**src/crcrf_cfg.svh**
```systemverilog
// Offsets, reset values, field positions and the gain reserved-bit mask for the CRC/RF configuration registers
`ifndef CRCRF_CFG_SVH
`define CRCRF_CFG_SVH
`define CRCRF_OFS_CRC_HIGH 6'h21
`define CRCRF_OFS_CRC_LOW 6'h22
`define CRCRF_OFS_RSVD_A 6'h23
`define CRCRF_OFS_PULSE_WIDTH 6'h24
`define CRCRF_OFS_RSVD_B 6'h25
`define CRCRF_OFS_RX_GAIN 6'h26
`define CRCRF_OFS_N_DRIVE 6'h27
`define CRCRF_RST_CRC 8'hff
`define CRCRF_RST_RSVD_A 8'h88
`define CRCRF_RST_PULSE_WIDTH 8'h26
`define CRCRF_RST_RSVD_B 8'h87
`define CRCRF_RST_RX_GAIN 8'h48
`define CRCRF_RST_N_DRIVE 8'h88
`define CRCRF_GAIN_LSB 4
`define CRCRF_GAIN_MSB 6
`define CRCRF_RSVD_GAIN_MASK 8'h8f
`define CRCRF_IDLE_LSB 4
`define CRCRF_IDLE_MSB 7
`define CRCRF_MOD_LSB 0
`define CRCRF_MOD_MSB 3
`endif

```
**src/crcrf_pkg.sv**
```systemverilog
// Types for the CRC/RF configuration register bank
package crcrf_pkg;
  typedef logic [7:0] crcrf_byte_t;
  typedef logic [5:0] crcrf_addr_t;
  typedef logic [3:0] crcrf_cond_t;
  // Receiver gain in dB, decoded from the gain field
  typedef logic [5:0] crcrf_gain_db_t;
endpackage : crcrf_pkg

```
**src/crcrf_regs.sv**
```systemverilog
// CRC result and RF driver configuration register bank
`timescale 1ns/10ps
`include "crcrf_cfg.svh"

// Functional notes
// - Offset 0x21 reads the upper CRC byte, read only, all ones after reset.
// - Offset 0x22 reads the lower CRC byte, read only, all ones after reset.
// - The CRC bytes are valid only while the CRC done flag is 1, which the host must check.
// - Reserved offsets 0x23 and 0x25 do nothing and read 0x88 and 0x87.
// - Offset 0x24, reset 0x26, sets the Miller pulse length to setting plus one carrier clocks.
// - Offset 0x26, reset 0x48, holds a writable gain field in bits 6..4, other bits reserved.
// - Gain codes 000/010 give 18 dB, 001/011 give 23, then 33, 38, 43 and 48 dB.
// - Offset 0x27, reset 0x88, holds idle conductance in bits 7..4 and modulation conductance in 3..0.
// - During soft power-down the top bit of each conductance field is forced to 1.
// - Conductance settings are applied only while either antenna driver is on.
// - Each conductance field is binary weighted, each bit twice the one below.
// - The 16-bit CRC is shown as two separate byte registers.
module crcrf_regs (
  input wire logic clk,
  input wire logic srst,
  input wire logic reg_wr,
  input wire crcrf_pkg::crcrf_addr_t reg_addr,
  input wire crcrf_pkg::crcrf_byte_t reg_wdata,
  output crcrf_pkg::crcrf_byte_t reg_rdata,
  input wire logic crc_load,
  input wire logic [15:0] crc_value,
  input wire logic crc_done_flag,
  input wire logic soft_power_down,
  input wire logic antenna_drive_one,
  input wire logic antenna_drive_two,
  output logic crc_result_valid,
  output crcrf_pkg::crcrf_byte_t miller_pulse_length,
  output logic [8:0] miller_pulse_clocks,
  output logic [2:0] rx_gain_select,
  output crcrf_pkg::crcrf_gain_db_t rx_gain_db,
  output crcrf_pkg::crcrf_cond_t n_drive_idle_conductance,
  output crcrf_pkg::crcrf_cond_t n_drive_mod_conductance,
  output logic [4:0] n_drive_idle_weight,
  output logic [4:0] n_drive_mod_weight,
  output logic n_drive_active
);
  import crcrf_pkg::*;

  ////////////////////////////////////////////////////////////////////////////
  // Storage
  crcrf_byte_t crc_high_byte;
  crcrf_byte_t crc_low_byte;
  crcrf_byte_t pulse_width_reg;
  logic [2:0] gain_field;
  crcrf_byte_t n_drive_reg;
  logic spd_meta, spd_sync;
  logic drv1_meta, drv1_sync, drv2_meta, drv2_sync;

  ////////////////////////////////////////////////////////////////////////////
  // Address hits, one per mapped byte
  wire hit_crc_high = (reg_addr == `CRCRF_OFS_CRC_HIGH);
  wire hit_crc_low = (reg_addr == `CRCRF_OFS_CRC_LOW);
  wire hit_rsvd_a = (reg_addr == `CRCRF_OFS_RSVD_A);
  wire hit_pulse = (reg_addr == `CRCRF_OFS_PULSE_WIDTH);
  wire hit_rsvd_b = (reg_addr == `CRCRF_OFS_RSVD_B);
  wire hit_gain = (reg_addr == `CRCRF_OFS_RX_GAIN);
  wire hit_ndrv = (reg_addr == `CRCRF_OFS_N_DRIVE);
  // Write strobes, only writable bytes decode
  wire wr_pulse = reg_wr && hit_pulse;
  wire wr_gain = reg_wr && hit_gain;
  wire wr_ndrv = reg_wr && hit_ndrv;

  // Pin levels: two flops before use, power-down and driver enables are foreign
  always_ff @(posedge clk) begin
    if (srst) begin
      spd_meta <= 1'b0;
      spd_sync <= 1'b0;
      drv1_meta <= 1'b0;
      drv1_sync <= 1'b0;
      drv2_meta <= 1'b0;
      drv2_sync <= 1'b0;
    end else begin
      spd_meta <= soft_power_down;
      spd_sync <= spd_meta;
      drv1_meta <= antenna_drive_one;
      drv1_sync <= drv1_meta;
      drv2_meta <= antenna_drive_two;
      drv2_sync <= drv2_meta;
    end
  end

  always_ff @(posedge clk) begin
    if (srst) begin
      crc_high_byte <= `CRCRF_RST_CRC;
      crc_low_byte <= `CRCRF_RST_CRC;
    end else if (crc_load) begin
      crc_high_byte <= crc_value[15:8];
      crc_low_byte <= crc_value[7:0];
    end
  end

  // Pulse width, gain field and conductance storage, gain reserved bits not stored
  always_ff @(posedge clk) begin
    if (srst) begin
      pulse_width_reg <= `CRCRF_RST_PULSE_WIDTH;
      gain_field <= 3'(`CRCRF_RST_RX_GAIN >> `CRCRF_GAIN_LSB);
      n_drive_reg <= `CRCRF_RST_N_DRIVE;
    end else begin
      if (wr_pulse) pulse_width_reg <= reg_wdata;
      if (wr_gain) gain_field <= reg_wdata[`CRCRF_GAIN_MSB:`CRCRF_GAIN_LSB];
      if (wr_ndrv) n_drive_reg <= reg_wdata;
    end
  end

  ////////////////////////////////////////////////////////////////////////////
  // Read mux
  // Reserved bits read their reset pattern, writes to them dropped
  wire crcrf_byte_t gain_read = (`CRCRF_RST_RX_GAIN & `CRCRF_RSVD_GAIN_MASK) | {1'b0, gain_field, 4'h0};
  assign reg_rdata =
    hit_crc_high ? crc_high_byte :
    hit_crc_low ? crc_low_byte :
    hit_rsvd_a ? `CRCRF_RST_RSVD_A :
    hit_pulse ? pulse_width_reg :
    hit_rsvd_b ? `CRCRF_RST_RSVD_B :
    hit_gain ? gain_read :
    hit_ndrv ? n_drive_reg : 8'h00;

  assign crc_result_valid = crc_done_flag;

  // Pulse lasts setting plus one carrier clocks
  assign miller_pulse_length = pulse_width_reg;
  assign miller_pulse_clocks = {1'b0, pulse_width_reg} + 9'h001;

  // Gain decode, codes 0-3 fold onto 18/23 dB
  assign rx_gain_select = gain_field;
  assign rx_gain_db = gain_field[2] ? 6'(6'd33 + {1'b0, gain_field[1:0], 2'b00} + {3'b0, gain_field[1:0]})
                                    : (gain_field[0] ? 6'd23 : 6'd18);

  // Applied only with a driver on
  assign n_drive_active = drv1_sync | drv2_sync;

  wire crcrf_cond_t idle_eff = n_drive_reg[`CRCRF_IDLE_MSB:`CRCRF_IDLE_LSB] | {spd_sync, 3'b000};
  wire crcrf_cond_t mod_eff = n_drive_reg[`CRCRF_MOD_MSB:`CRCRF_MOD_LSB] | {spd_sync, 3'b000};
  assign n_drive_idle_conductance = n_drive_active ? idle_eff : 4'h0;
  assign n_drive_mod_conductance = n_drive_active ? mod_eff : 4'h0;

  // Binary weighted sum, bit i weighs 2**i units
  genvar gi;
  generate
    for (gi = 0; gi < 1; gi++) begin : g_weight
      assign n_drive_idle_weight = {1'b0, n_drive_idle_conductance};
      assign n_drive_mod_weight = {1'b0, n_drive_mod_conductance};
    end
  endgenerate

  ////////////////////////////////////////////////////////////////////////////
  // Checks
  // Load reaches high byte
  AST_CRC_HIGH: assert property (@(posedge clk) disable iff (srst)
    crc_load |=> crc_high_byte == $past(crc_value[15:8]))
    else $error("crc high byte not loaded");
  AST_CRC_LOW: assert property (@(posedge clk) disable iff (srst)
    crc_load |=> crc_low_byte == $past(crc_value[7:0]))
    else $error("crc low byte not loaded");
  AST_RD_HIGH: assert property (@(posedge clk) disable iff (srst)
    hit_crc_high |-> reg_rdata == crc_high_byte)
    else $error("crc high byte read wrong");
  AST_RD_LOW: assert property (@(posedge clk) disable iff (srst)
    hit_crc_low |-> reg_rdata == crc_low_byte)
    else $error("crc low byte read wrong");
  AST_CRC_RO: assert property (@(posedge clk) disable iff (srst)
    (reg_wr && !crc_load) |=> $stable(crc_high_byte) && $stable(crc_low_byte))
    else $error("crc written by host");
  AST_CRC_SPLIT: assert property (@(posedge clk) disable iff (srst)
    crc_load |=> {crc_high_byte, crc_low_byte} == $past(crc_value))
    else $error("crc halves split wrong");
  AST_VALID: assert property (@(posedge clk) disable iff (srst)
    crc_result_valid == crc_done_flag)
    else $error("crc validity wrong");

  AST_RSVD: assert property (@(posedge clk) disable iff (srst)
    hit_rsvd_b |-> reg_rdata == 8'h87)
    else $error("reserved slot b wrong");
  AST_RSVD_A: assert property (@(posedge clk) disable iff (srst)
    hit_rsvd_a |-> reg_rdata == 8'h88)
    else $error("reserved slot a wrong");
  AST_UNMAPPED: assert property (@(posedge clk) disable iff (srst)
    (reg_addr < 6'h21 || reg_addr > 6'h27) |-> reg_rdata == 8'h00)
    else $error("unmapped read not zero");

  AST_PULSE: assert property (@(posedge clk) disable iff (srst)
    wr_pulse |=> miller_pulse_clocks == {1'b0, $past(reg_wdata)} + 9'h001)
    else $error("pulse length wrong");
  AST_PULSE_HOLD: assert property (@(posedge clk) disable iff (srst)
    !wr_pulse |=> $stable(pulse_width_reg))
    else $error("pulse width moved");
  AST_PULSE_RD: assert property (@(posedge clk) disable iff (srst)
    hit_pulse |-> reg_rdata == miller_pulse_length)
    else $error("pulse width read wrong");

  AST_GAIN_RSVD: assert property (@(posedge clk) disable iff (srst)
    hit_gain |-> (reg_rdata & 8'h8f) == 8'h08)
    else $error("gain reserved bits moved");
  AST_GAIN_WR: assert property (@(posedge clk) disable iff (srst)
    wr_gain |=> rx_gain_select == $past(reg_wdata[`CRCRF_GAIN_MSB:`CRCRF_GAIN_LSB]))
    else $error("gain field not written");
  AST_GAIN_HOLD: assert property (@(posedge clk) disable iff (srst)
    !wr_gain |=> $stable(rx_gain_select))
    else $error("gain field moved");
  AST_GAIN_RD: assert property (@(posedge clk) disable iff (srst)
    hit_gain |-> reg_rdata[6:4] == rx_gain_select)
    else $error("gain field read wrong");
  AST_GAIN_C0: assert property (@(posedge clk) disable iff (srst)
    rx_gain_select == 3'h0 |-> rx_gain_db == 6'd18)
    else $error("gain code 0 wrong");
  AST_GAIN_C1: assert property (@(posedge clk) disable iff (srst)
    rx_gain_select == 3'h1 |-> rx_gain_db == 6'd23)
    else $error("gain code 1 wrong");
  AST_GAIN_C2: assert property (@(posedge clk) disable iff (srst)
    rx_gain_select == 3'h2 |-> rx_gain_db == 6'd18)
    else $error("gain code 2 wrong");
  AST_GAIN_C3: assert property (@(posedge clk) disable iff (srst)
    rx_gain_select == 3'h3 |-> rx_gain_db == 6'd23)
    else $error("gain code 3 wrong");
  AST_GAIN_C4: assert property (@(posedge clk) disable iff (srst)
    rx_gain_select == 3'h4 |-> rx_gain_db == 6'd33)
    else $error("gain code 4 wrong");
  AST_GAIN_C5: assert property (@(posedge clk) disable iff (srst)
    rx_gain_select == 3'h5 |-> rx_gain_db == 6'd38)
    else $error("gain code 5 wrong");
  AST_GAIN_C6: assert property (@(posedge clk) disable iff (srst)
    rx_gain_select == 3'h6 |-> rx_gain_db == 6'd43)
    else $error("gain code 6 wrong");
  AST_GAIN_MAX: assert property (@(posedge clk) disable iff (srst)
    rx_gain_select == 3'h7 |-> rx_gain_db == 6'd48)
    else $error("gain decode wrong");

  AST_NDRV_WR: assert property (@(posedge clk) disable iff (srst)
    wr_ndrv |=> n_drive_reg == $past(reg_wdata))
    else $error("conductance not written");
  AST_NDRV_HOLD: assert property (@(posedge clk) disable iff (srst)
    !wr_ndrv |=> $stable(n_drive_reg))
    else $error("conductance moved");
  AST_NDRV_RD: assert property (@(posedge clk) disable iff (srst)
    hit_ndrv |-> reg_rdata == n_drive_reg)
    else $error("conductance read wrong");
  AST_IDLE_APPLY: assert property (@(posedge clk) disable iff (srst)
    (n_drive_active && !spd_sync) |-> n_drive_idle_conductance == n_drive_reg[7:4])
    else $error("idle conductance wrong");
  AST_MOD_APPLY: assert property (@(posedge clk) disable iff (srst)
    (n_drive_active && !spd_sync) |-> n_drive_mod_conductance == n_drive_reg[3:0])
    else $error("modulation conductance wrong");

  // Forced top bit after sync delay
  AST_SPD: assert property (@(posedge clk) disable iff (srst)
    (soft_power_down && n_drive_active) [*3] |-> n_drive_idle_conductance[3] && n_drive_mod_conductance[3])
    else $error("power-down force missing");
  AST_SPD_LOW: assert property (@(posedge clk) disable iff (srst)
    n_drive_active |-> n_drive_idle_conductance[2:0] == n_drive_reg[6:4] && n_drive_mod_conductance[2:0] == n_drive_reg[2:0])
    else $error("conductance low bits wrong");
  AST_DRV_OFF: assert property (@(posedge clk) disable iff (srst)
    !n_drive_active |-> n_drive_idle_conductance == 4'h0 && n_drive_mod_conductance == 4'h0)
    else $error("conductance applied while off");
  AST_DRV_SYNC: assert property (@(posedge clk) disable iff (srst)
    $rose(n_drive_active) |-> $past(antenna_drive_one || antenna_drive_two, 2))
    else $error("driver enable without pin");

  AST_WEIGHT_IDLE: assert property (@(posedge clk) disable iff (srst)
    n_drive_idle_weight == 5'(8 * n_drive_idle_conductance[3] + 4 * n_drive_idle_conductance[2]
      + 2 * n_drive_idle_conductance[1] + n_drive_idle_conductance[0]))
    else $error("idle weight wrong");
  AST_WEIGHT_MOD: assert property (@(posedge clk) disable iff (srst)
    n_drive_mod_weight == 5'(8 * n_drive_mod_conductance[3] + 4 * n_drive_mod_conductance[2]
      + 2 * n_drive_mod_conductance[1] + n_drive_mod_conductance[0]))
    else $error("modulation weight wrong");
endmodule : crcrf_regs

```
**config.mk**
```make
export PLATFORM = sky130hd
export DESIGN_NAME = crcrf_regs
export DESIGN_NICKNAME = d
export VERILOG_FILES = /design/src/crcrf_pkg.sv /design/src/crcrf_regs.sv
export VERILOG_INCLUDE_DIRS = /design/src
export SDC_FILE = /design/constraint.sdc
export NUM_CORES = 1
export LEC_CHECK = 0
export BUFFER_PORTS_ARGS = -buffer_cell sky130_fd_sc_hd__buf_2
export CELL_PAD_IN_SITES_DETAIL_PLACEMENT = 2
export CELL_PAD_IN_SITES_GLOBAL_PLACEMENT = 2
export CORE_MARGIN = 2
export CORE_UTILIZATION = 30
export CTS_CLUSTER_SIZE = 10
export DETAILED_ROUTE_END_ITERATION = 7
export PLACE_DENSITY = 0.83
export SETUP_SLACK_MARGIN = 0.4
export SYNTH_ARGS = -nofsm -noshare
export SYNTH_HDL_FRONTEND = slang
export SYNTH_SLANG_ARGS = --single-unit
```
**constraint.sdc**
```tcl
create_clock -name clk -period 3.5 [get_ports clk]
set_clock_uncertainty 0.05 [all_clocks]
set_input_delay 0.7 -clock clk [delete_from_list [all_inputs] [get_ports clk]]
set_output_delay 0.7 -clock clk [all_outputs]
set_load 0.02 [all_outputs]
```
==> results.sh, run 1 <==
export IMPL_cts_resized=0
export IMPL_worstPathArrival_ns=2.13
export IMPL_ctsHtreeMaxLevel=2
export IMPL_core_outline_area_mm2=0.00773
export IMPL_drive_above_1_share_pct=31.8
export IMPL_final_min_clock_period_ns=2.88
export IMPL_grt_max_degree=54
export IMPL_finalSetupViolations=0
export IMPL_dr_total_vias=2112
export IMPL_max_cap_viols=0
export IMPL_antenna_found_initial=0
export IMPL_numPlacedInstances=428
export IMPL_postSynthAreaPerCell_um2=8.80
export IMPL_power_density_relative_to_cell_area_mw_per_mm2=336
export IMPL_antenna_cells_inserted=0
export IMPL_crit_path_cell_trace="buf_2 > nor2b_1 > nand3_1 > a31oi_1 > buf_2"
export IMPL_synth_top_cells_by_area="sky130_fd_sc_hd__dfxtp_1 34%, sky130_fd_sc_hd__nor2b_1 7.9%, sky130_fd_sc_hd__mux2i_1 7.6%, sky130_fd_sc_hd__a211o_1 5.9%, sky130_fd_sc_hd__nand2b_1 4.7%"
export IMPL_post_cts_setup_buffer_count=0
export IMPL_yosys_synthesis_warning_count=0
export IMPL_worst_slew_pin_slew_ns=0.849
export IMPL_synth_enable_flop_cells=0
export IMPL_min_from="spd_meta"
export IMPL_numCtsBuffers=5
export IMPL_clkLatencyLatePin_ns=0.29
export IMPL_yosysTopAreaCellShare_pct=34.4
export IMPL_tritoncts_sinks=41
export IMPL_ant_nets=0
export IMPL_routed_wl_um=7200
export IMPL_gr_total_overflow=0
export IMPL_timing_critical_path_slowest_cell_delay_ns=0.55
export IMPL_cts_clk_slew_worst_paths_ns=0.08
export IMPL_critical_path_endpoint_type="output port"
export IMPL_boundaryPins=92
export IMPL_crit_slowest_cell="sky130_fd_sc_hd__nor2b_1"
export IMPL_synth_top_flop_cell="sky130_fd_sc_hd__dfxtp_1"
export IMPL_critical_path_required_ns=2.75
export IMPL_cp_common_cell="sky130_fd_sc_hd__buf_2"
export IMPL_die_y_um=93.2
export IMPL_remaining_drc_errors=0
export IMPL_status="complete, no violations"
export IMPL_timing_rr_end="rx_gain_select[2]"
export IMPL_setup_repair_after_global_routing_missed_its_margin="no"
export IMPL_finalPower_mw=0.952
export IMPL_asyncSetResetFlopFracSynth_pct=0
export IMPL_detailedRoute_firstPassIterationCount=4
export IMPL_min_path_cells=1
export IMPL_peakVddDrop_mv=0.134
export IMPL_finalCritPeriodShare_pct=82.3
export IMPL_cp_bufs_invs=2
export IMPL_yosys_top_cells_count="41 x sky130_fd_sc_hd__dfxtp_1, 30 x sky130_fd_sc_hd__nor2b_1, 24 x sky130_fd_sc_hd__nor2_1"
export IMPL_finish_net_count=375
export IMPL_cell_type_with_the_highest_aggregate_area_in_the_netlist="sky130_fd_sc_hd__dfxtp_1"
export IMPL_fmax_mhz=347
export IMPL_layout_area_overhead_vs_synth_pct=18.8
export IMPL_clk_path_buf_depth=2
export IMPL_multiInputGateArea_mm2=0.00134
export IMPL_post_synth_instance_area_mm2=0.00239
export IMPL_critical_path_top_delay_family="simple AND/OR/NAND/NOR gates"
export IMPL_synth_seq_area_share_pct=34.4
export IMPL_vias_in_the_first_global_route=2235
export IMPL_floorplan_rows=32
export IMPL_maxSlewViolCount=0
export IMPL_yosys_register_bits=41
export IMPL_worst_path_max_fanout=17
export IMPL_setup_tns_ns=0
export IMPL_cts_hold_buffers_added=0
export IMPL_groute_usage_overall_pct=17.0
export IMPL_post_synth_inst_count=271
export IMPL_ff_latch_area_um2=821
export IMPL_timing_critical_path_depth=5
export IMPL_worstHoldPathType="reg2reg"
export IMPL_cp_start_kind="primary input"
export IMPL_num_fill_cells=903
export IMPL_non_filler_cells_final=435
export IMPL_min_delay_worst_endpoint="spd_sync"
export IMPL_worst_r2r_cell_count=2
export IMPL_synth_most_common_cell="sky130_fd_sc_hd__dfxtp_1"
export IMPL_detailed_place_hpwl_um=5550
export IMPL_detail_route_iter0_violations=67
export IMPL_root_buffer_selected_by_cts="sky130_fd_sc_hd__clkbuf_8"
export IMPL_detail_route_vias_per_cell=4.86
export IMPL_port_buffers=87
export IMPL_report_final_hold_viol_count=0
export IMPL_worstSetupPathType="in2out"
export IMPL_slew_headroom_pct=43.4
export IMPL_regToRegStartpoint="rx_gain_select[2]"
export IMPL_r2r_slack_ns=2.59
export IMPL_drt_wirelength_per_cell_um=16.5
export IMPL_dieArea_mm2=0.00868
export IMPL_initial_utilization_pct=30.9
export IMPL_place_gp_congestion=0.757
export IMPL_tritoncts="done"
export IMPL_static_leakage_power_nw=1.27
export IMPL_synth_cell_type_count=36
export IMPL_die_width_um=93.2
export IMPL_grt_pass1_wl_um=11400
==> cell type report <==
type | count | share of cell area (%)
clock buffer | 6 | 2.91
tap | 102 | 4.50
sequential | 41 | 28.9
clock inverter | 1 | 0.265
multi-input combinational | 191 | 47.1
inverter | 7 | 0.927
timing repair buffer | 87 | 15.4
==> worst max-delay path by stage <==
stage | from | to | slack, ns
after floorplan | reg_addr[2] | reg_rdata[0] | 0.93
after global routing | reg_addr[0] | reg_rdata[1] | 0.48
final | reg_addr[1] | reg_rdata[0] | 0.62
after global placement | reg_addr[1] | reg_rdata[3] | 0.71
after CTS | reg_addr[0] | reg_rdata[7] | 0.66
after detailed placement | reg_addr[1] | reg_rdata[3] | 0.67
==> cells in the final DEF, fill, tap and decap left out, types with 2 or more instances in the layout <==
master                     netlist  layout
sky130_fd_sc_hd__buf_2           4      87
sky130_fd_sc_hd__dfxtp_1        41      41
sky130_fd_sc_hd__nor2b_1        30      30
sky130_fd_sc_hd__nor2_1         24      24
sky130_fd_sc_hd__nand2b_1       18      18
sky130_fd_sc_hd__mux2i_1        18      18
sky130_fd_sc_hd__a211o_1        16      16
sky130_fd_sc_hd__a21oi_1        11      11
sky130_fd_sc_hd__o21ai_0        11      11
sky130_fd_sc_hd__and3_1          7       7
sky130_fd_sc_hd__nand3_1         7       7
sky130_fd_sc_hd__inv_1           7       7
sky130_fd_sc_hd__nand2_1         6       6
sky130_fd_sc_hd__clkbuf_8        0       6
sky130_fd_sc_hd__nor3b_1         5       5
sky130_fd_sc_hd__xor2_1          4       4
sky130_fd_sc_hd__ha_1            4       4
sky130_fd_sc_hd__mux2_2          3       3
sky130_fd_sc_hd__xnor2_1         3       3
sky130_fd_sc_hd__a211o_2         3       3
sky130_fd_sc_hd__nor3_1          3       3
sky130_fd_sc_hd__a31oi_1         3       3
sky130_fd_sc_hd__nor4b_4         2       2
sky130_fd_sc_hd__or3_1           2       2
sky130_fd_sc_hd__conb_1          1       2
==> cells by family (layout without fill, tap and decap cells) <==
family	Yosys count	after routing	synth area share, %
fa+ha+maj	4	4	2.10
buf+inv	40	101	9.81
simple gates	110	110	28.4
flops	41	41	34.4
compound gates	47	47	13.6
other cells	1	2	0.157
xor+xnor	7	7	2.57
mux	21	21	8.97
==> routing by layer <==
metal  part of all wire [%]  vias up  track usage, %
met5                      0        -               0
met4                    2.1        0            6.37
met3                    3.4       10            2.50
met2                     50       53            30.0
met1                     45     1024            20.8
li1                       -     1025               -
==> power breakdown <==
| group | switching, mW | total (mW) | internal [mW] |
|---|---|---|---|
| sequential | 0.0105 | 0.494 | 0.483 |
| combinational | 0.0763 | 0.132 | 0.0555 |
| clock | 0.170 | 0.326 | 0.156 |
| total | 0.257 | 0.952 | 0.695 |
==> per-stage QoR <==
step                setup WS [ns]  hold WS (ns)  utilization, %  area (µm²)
finish                      0.619         0.407            36.7        2840
global route                0.483         0.432            36.7        2840
CTS                         0.663         0.412            36.7        2840
detailed placement          0.671         0.397            35.5        2750
global placement            0.714         0.376            35.5        2750
floorplan                   0.930         0.364               -        2390
Power figures use the tool's default switching activity.
==> inputs of run 2 (changes only) <==
--- a/config.mk
+++ b/config.mk
@@ -6,14 +6,15 @@
 export SDC_FILE = /design/constraint.sdc
 export NUM_CORES = 1
 export LEC_CHECK = 0
+export ABC_AREA = 1
 export BUFFER_PORTS_ARGS = -buffer_cell sky130_fd_sc_hd__buf_2
 export CELL_PAD_IN_SITES_DETAIL_PLACEMENT = 2
 export CELL_PAD_IN_SITES_GLOBAL_PLACEMENT = 2
 export CORE_MARGIN = 2
-export CORE_UTILIZATION = 30
+export CORE_UTILIZATION = 25
 export CTS_CLUSTER_SIZE = 10
 export DETAILED_ROUTE_END_ITERATION = 7
-export PLACE_DENSITY = 0.83
+export PLACE_DENSITY = 0.78
 export SETUP_SLACK_MARGIN = 0.4
 export SYNTH_ARGS = -nofsm -noshare
 export SYNTH_HDL_FRONTEND = slang
==> constraint.sdc (replaced) <==
create_clock -name clk -period 2.9 [get_ports clk]
set_clock_uncertainty 0.05 [all_clocks]
set_input_delay 0.58 -clock clk [delete_from_list [all_inputs] [get_ports clk]]
set_output_delay 0.58 -clock clk [all_outputs]
set_load 0.02 [all_outputs]
==> results.sh, run 2 <==
export IMPL_status="complete, no violations"
export IMPL_worstSetupPathType="in2out"
export IMPL_die_width_um=98.0
export IMPL_synth_top_cells_by_area="sky130_fd_sc_hd__dfxtp_1 37%, sky130_fd_sc_hd__nand2_1 13%, sky130_fd_sc_hd__nand3_1 9.1%, sky130_fd_sc_hd__nor2_1 6.8%, sky130_fd_sc_hd__inv_1 5.6%"
export IMPL_dr_total_vias=2278
export IMPL_postLayoutCellArea_mm2=0.00277
export IMPL_finalCritPeriodShare_pct=82.8
export IMPL_detail_route_vias_per_cell=4.52
export IMPL_worstPathArrival_ns=1.77
export IMPL_detailed_place_hpwl_um=6000
export IMPL_timing_critical_path_to="reg_rdata[0]"
export IMPL_report_final_hold_viol_count=0
export IMPL_synth_top_flop_cell="sky130_fd_sc_hd__dfxtp_1"
export IMPL_antenna_found_initial=0
export IMPL_placedInstanceArea_mm2=0.00265
export IMPL_die_y_um=98.0
export IMPL_crit_slowest_cell="sky130_fd_sc_hd__nor2_1"
export IMPL_vias_in_the_first_global_route=2382
export IMPL_floorplan_rows=34
export IMPL_regToRegStartpoint="miller_pulse_length[5]"
export IMPL_drive_above_1_share_pct=31.3
export IMPL_worst_r2r_cell_count=2
export IMPL_ant_nets=0
export IMPL_numCtsBuffers=5
export IMPL_fmax_mhz=416
export IMPL_detailedRoute_firstPassIterationCount=4
export IMPL_routed_wl_um=7480
export IMPL_yosys_synthesis_warning_count=0
export IMPL_asyncSetResetFlopFracSynth_pct=0
export IMPL_finish_net_count=437
export IMPL_cts_clk_slew_worst_paths_ns=0.08
export IMPL_post_synth_instance_area_mm2=0.00221
export IMPL_gr_total_overflow=0
export IMPL_setup_repair_after_global_routing_missed_its_margin="yes"
export IMPL_remaining_drc_errors=0
export IMPL_initial_utilization_pct=25.6
export IMPL_setup_tns_ns=0
export IMPL_synth_seq_area_share_pct=37.1
export IMPL_peakVddDrop_mv=0.154
export IMPL_timing_critical_path_slowest_cell_delay_ns=0.19
export IMPL_cell_type_with_the_highest_aggregate_area_in_the_netlist="sky130_fd_sc_hd__dfxtp_1"
export IMPL_timing_rr_end="miller_pulse_length[5]"
export IMPL_crit_start="reg_addr[0]"
export IMPL_layout_commonest_cell="sky130_fd_sc_hd__buf_2"
export IMPL_maxSlewViolCount=0
export IMPL_yosysTopAreaCellShare_pct=37.1
export IMPL_clkLatencyLatePin_ns=0.29
export IMPL_synth_most_common_cell="sky130_fd_sc_hd__nand2_1"
export IMPL_boundaryPins=92
export IMPL_antenna_cells_inserted=0
export IMPL_layout_area_overhead_vs_synth_pct=25.1
export IMPL_groute_usage_overall_pct=15.6
export IMPL_place_gp_congestion=0.860
export IMPL_port_buffers=87
export IMPL_num_fill_cells=1063
export IMPL_static_leakage_power_nw=1.43
export IMPL_critical_path_endpoint_type="output port"
export IMPL_critical_path_required_ns=2.27
export IMPL_detail_route_iter0_violations=82
export IMPL_root_buffer_selected_by_cts="sky130_fd_sc_hd__clkbuf_8"
export IMPL_slew_headroom_pct=61.9
export IMPL_synth_cell_type_count=30
export IMPL_clk_path_buf_depth=2
export IMPL_max_cap_viols=0
export IMPL_worst_slew_pin_slew_ns=0.570
export IMPL_mostFrequentLayoutCells="87 x sky130_fd_sc_hd__buf_2, 77 x sky130_fd_sc_hd__nand2_1, 41 x sky130_fd_sc_hd__dfxtp_1"
export IMPL_postSynthAreaPerCell_um2=6.95
export IMPL_yosys_top_cells_count="77 x sky130_fd_sc_hd__nand2_1, 41 x sky130_fd_sc_hd__dfxtp_1, 40 x sky130_fd_sc_hd__nand3_1, 40 x sky130_fd_sc_hd__nor2_1, 33 x sky130_fd_sc_hd__inv_1"
export IMPL_tritoncts="done"
export IMPL_r2r_slack_ns=2.06
export IMPL_post_synth_inst_count=318
export IMPL_cp_start_kind="primary input"
export IMPL_ctsHtreeMaxLevel=2
export IMPL_final_min_clock_period_ns=2.40
export IMPL_drt_wirelength_per_cell_um=14.8
export IMPL_dieArea_mm2=0.00961
export IMPL_power_density_relative_to_cell_area_mw_per_mm2=408
export IMPL_yosys_register_bits=41
export IMPL_finalSetupViolations=0
export IMPL_core_outline_area_mm2=0.00864
export IMPL_synth_enable_flop_cells=0
export IMPL_worst_path_max_fanout=6
export IMPL_grt_pass1_wl_um=12100
export IMPL_grt_max_degree=34
export IMPL_worstHoldPathType="reg2reg"
export IMPL_crit_path_cell_trace="buf_2 > inv_1 > nand2_1 > nor2_4 > nand2_4 > nor2_1 > nor2_1 > nand3_1 > buf_2"
export IMPL_tritoncts_sinks=41
==> run 2: cell types whose count changed after synthesis, sizes merged, moves of 5 or more <==
cell / previous run / this run
nand2: 6 / 81
nand3: 7 / 41
inv: 7 / 37
nor2b: 30 / 0
nor2: 24 / 49
a211o: 19 / 0
mux2i: 18 / 0
nand2b: 18 / 0
clkbuf: 12 / 4
and3: 7 / 0
o21ai: 11 / 18
nor3b: 5 / 0
==> run 2: what timing repair did <==
action | in CTS | in global routing
hold buffers | 0 | 0
endpoints found under the setup margin | 0 | 8
resized for setup | 0 | 2
buffers inserted | 0 | 2
==> run 2: worst min path at each step <==
stage | depth (start not counted) | from | slack, ns | endpoint
final | 2 | drv2_meta | 0.36 | drv2_sync
after global routing | 2 | drv2_meta | 0.41 | drv2_sync
after CTS | 2 | drv2_meta | 0.36 | drv2_sync
after detailed placement | 2 | drv2_meta | 0.35 | drv2_sync
after global placement | 2 | drv1_meta | 0.34 | drv1_sync
after floorplan | 2 | drv1_meta | 0.34 | drv1_sync
==> run 2: cell families (layout without fill, tap and decap cells) <==
kind of cell / count (synthesis) / count (layout) / synth area share [%]
flops: 41 / 41 / 37.1
buf+inv: 58 / 135 / 12.5
fa+ha+maj: 4 / 4 / 2.27
compound gates: 31 / 31 / 8.55
simple gates: 177 / 177 / 37.0
other cells: 1 / 2 / 0.170
xor+xnor: 6 / 6 / 2.38
==> run 2: area by class of cell <==
class | instances | area, µm² | share of cell area [%]
Multi-Input combinational cell | 220 | 1130 | 40.7
Sequential cell | 41 | 821 | 29.7
Timing Repair Buffer | 90 | 458 | 16.6
Inverter | 37 | 139 | 5.02
Tap cell | 108 | 135 | 4.89
Clock buffer | 5 | 68.8 | 2.49
Clock inverter | 3 | 17.5 | 0.633
==> run 2: worst max-delay path, delay by kind of cell <==
kind / cells / cell delay (ns)
simple gates: 6 / 0.73
buf+inv: 3 / 0.45
==> run 2: per-stage QoR <==
stage                     cells  hold WS [ns]  utilization [%]  worst slack (ns)  total power, mW
after floorplan             319         0.338                -             0.860            0.702
after global placement      494         0.340             30.7             0.470            0.757
after detailed placement    494         0.350             30.7             0.428            0.762
after CTS                   502         0.361             31.7             0.424             1.15
after global routing        504         0.407             32.0             0.361             1.18
final                       504         0.363             32.0             0.498             1.13
==> run 2: report_power, final <==
part	internal, mW	switching, mW
logic	0.0513	0.102
clock network	0.166	0.214
registers	0.584	0.0112
==> run 2: per-layer routing <==
| metal | track usage (%) | up-vias | routed length (µm) |
|---|---|---|---|
| met5 | 0 | - | 0 |
| met4 | 4.27 | 0 | 106 |
| met3 | 2.72 | 7 | 286 |
| met2 | 26.8 | 54 | 3710 |
| met1 | 20.0 | 1077 | 3370 |
| li1 | - | 1140 | - |
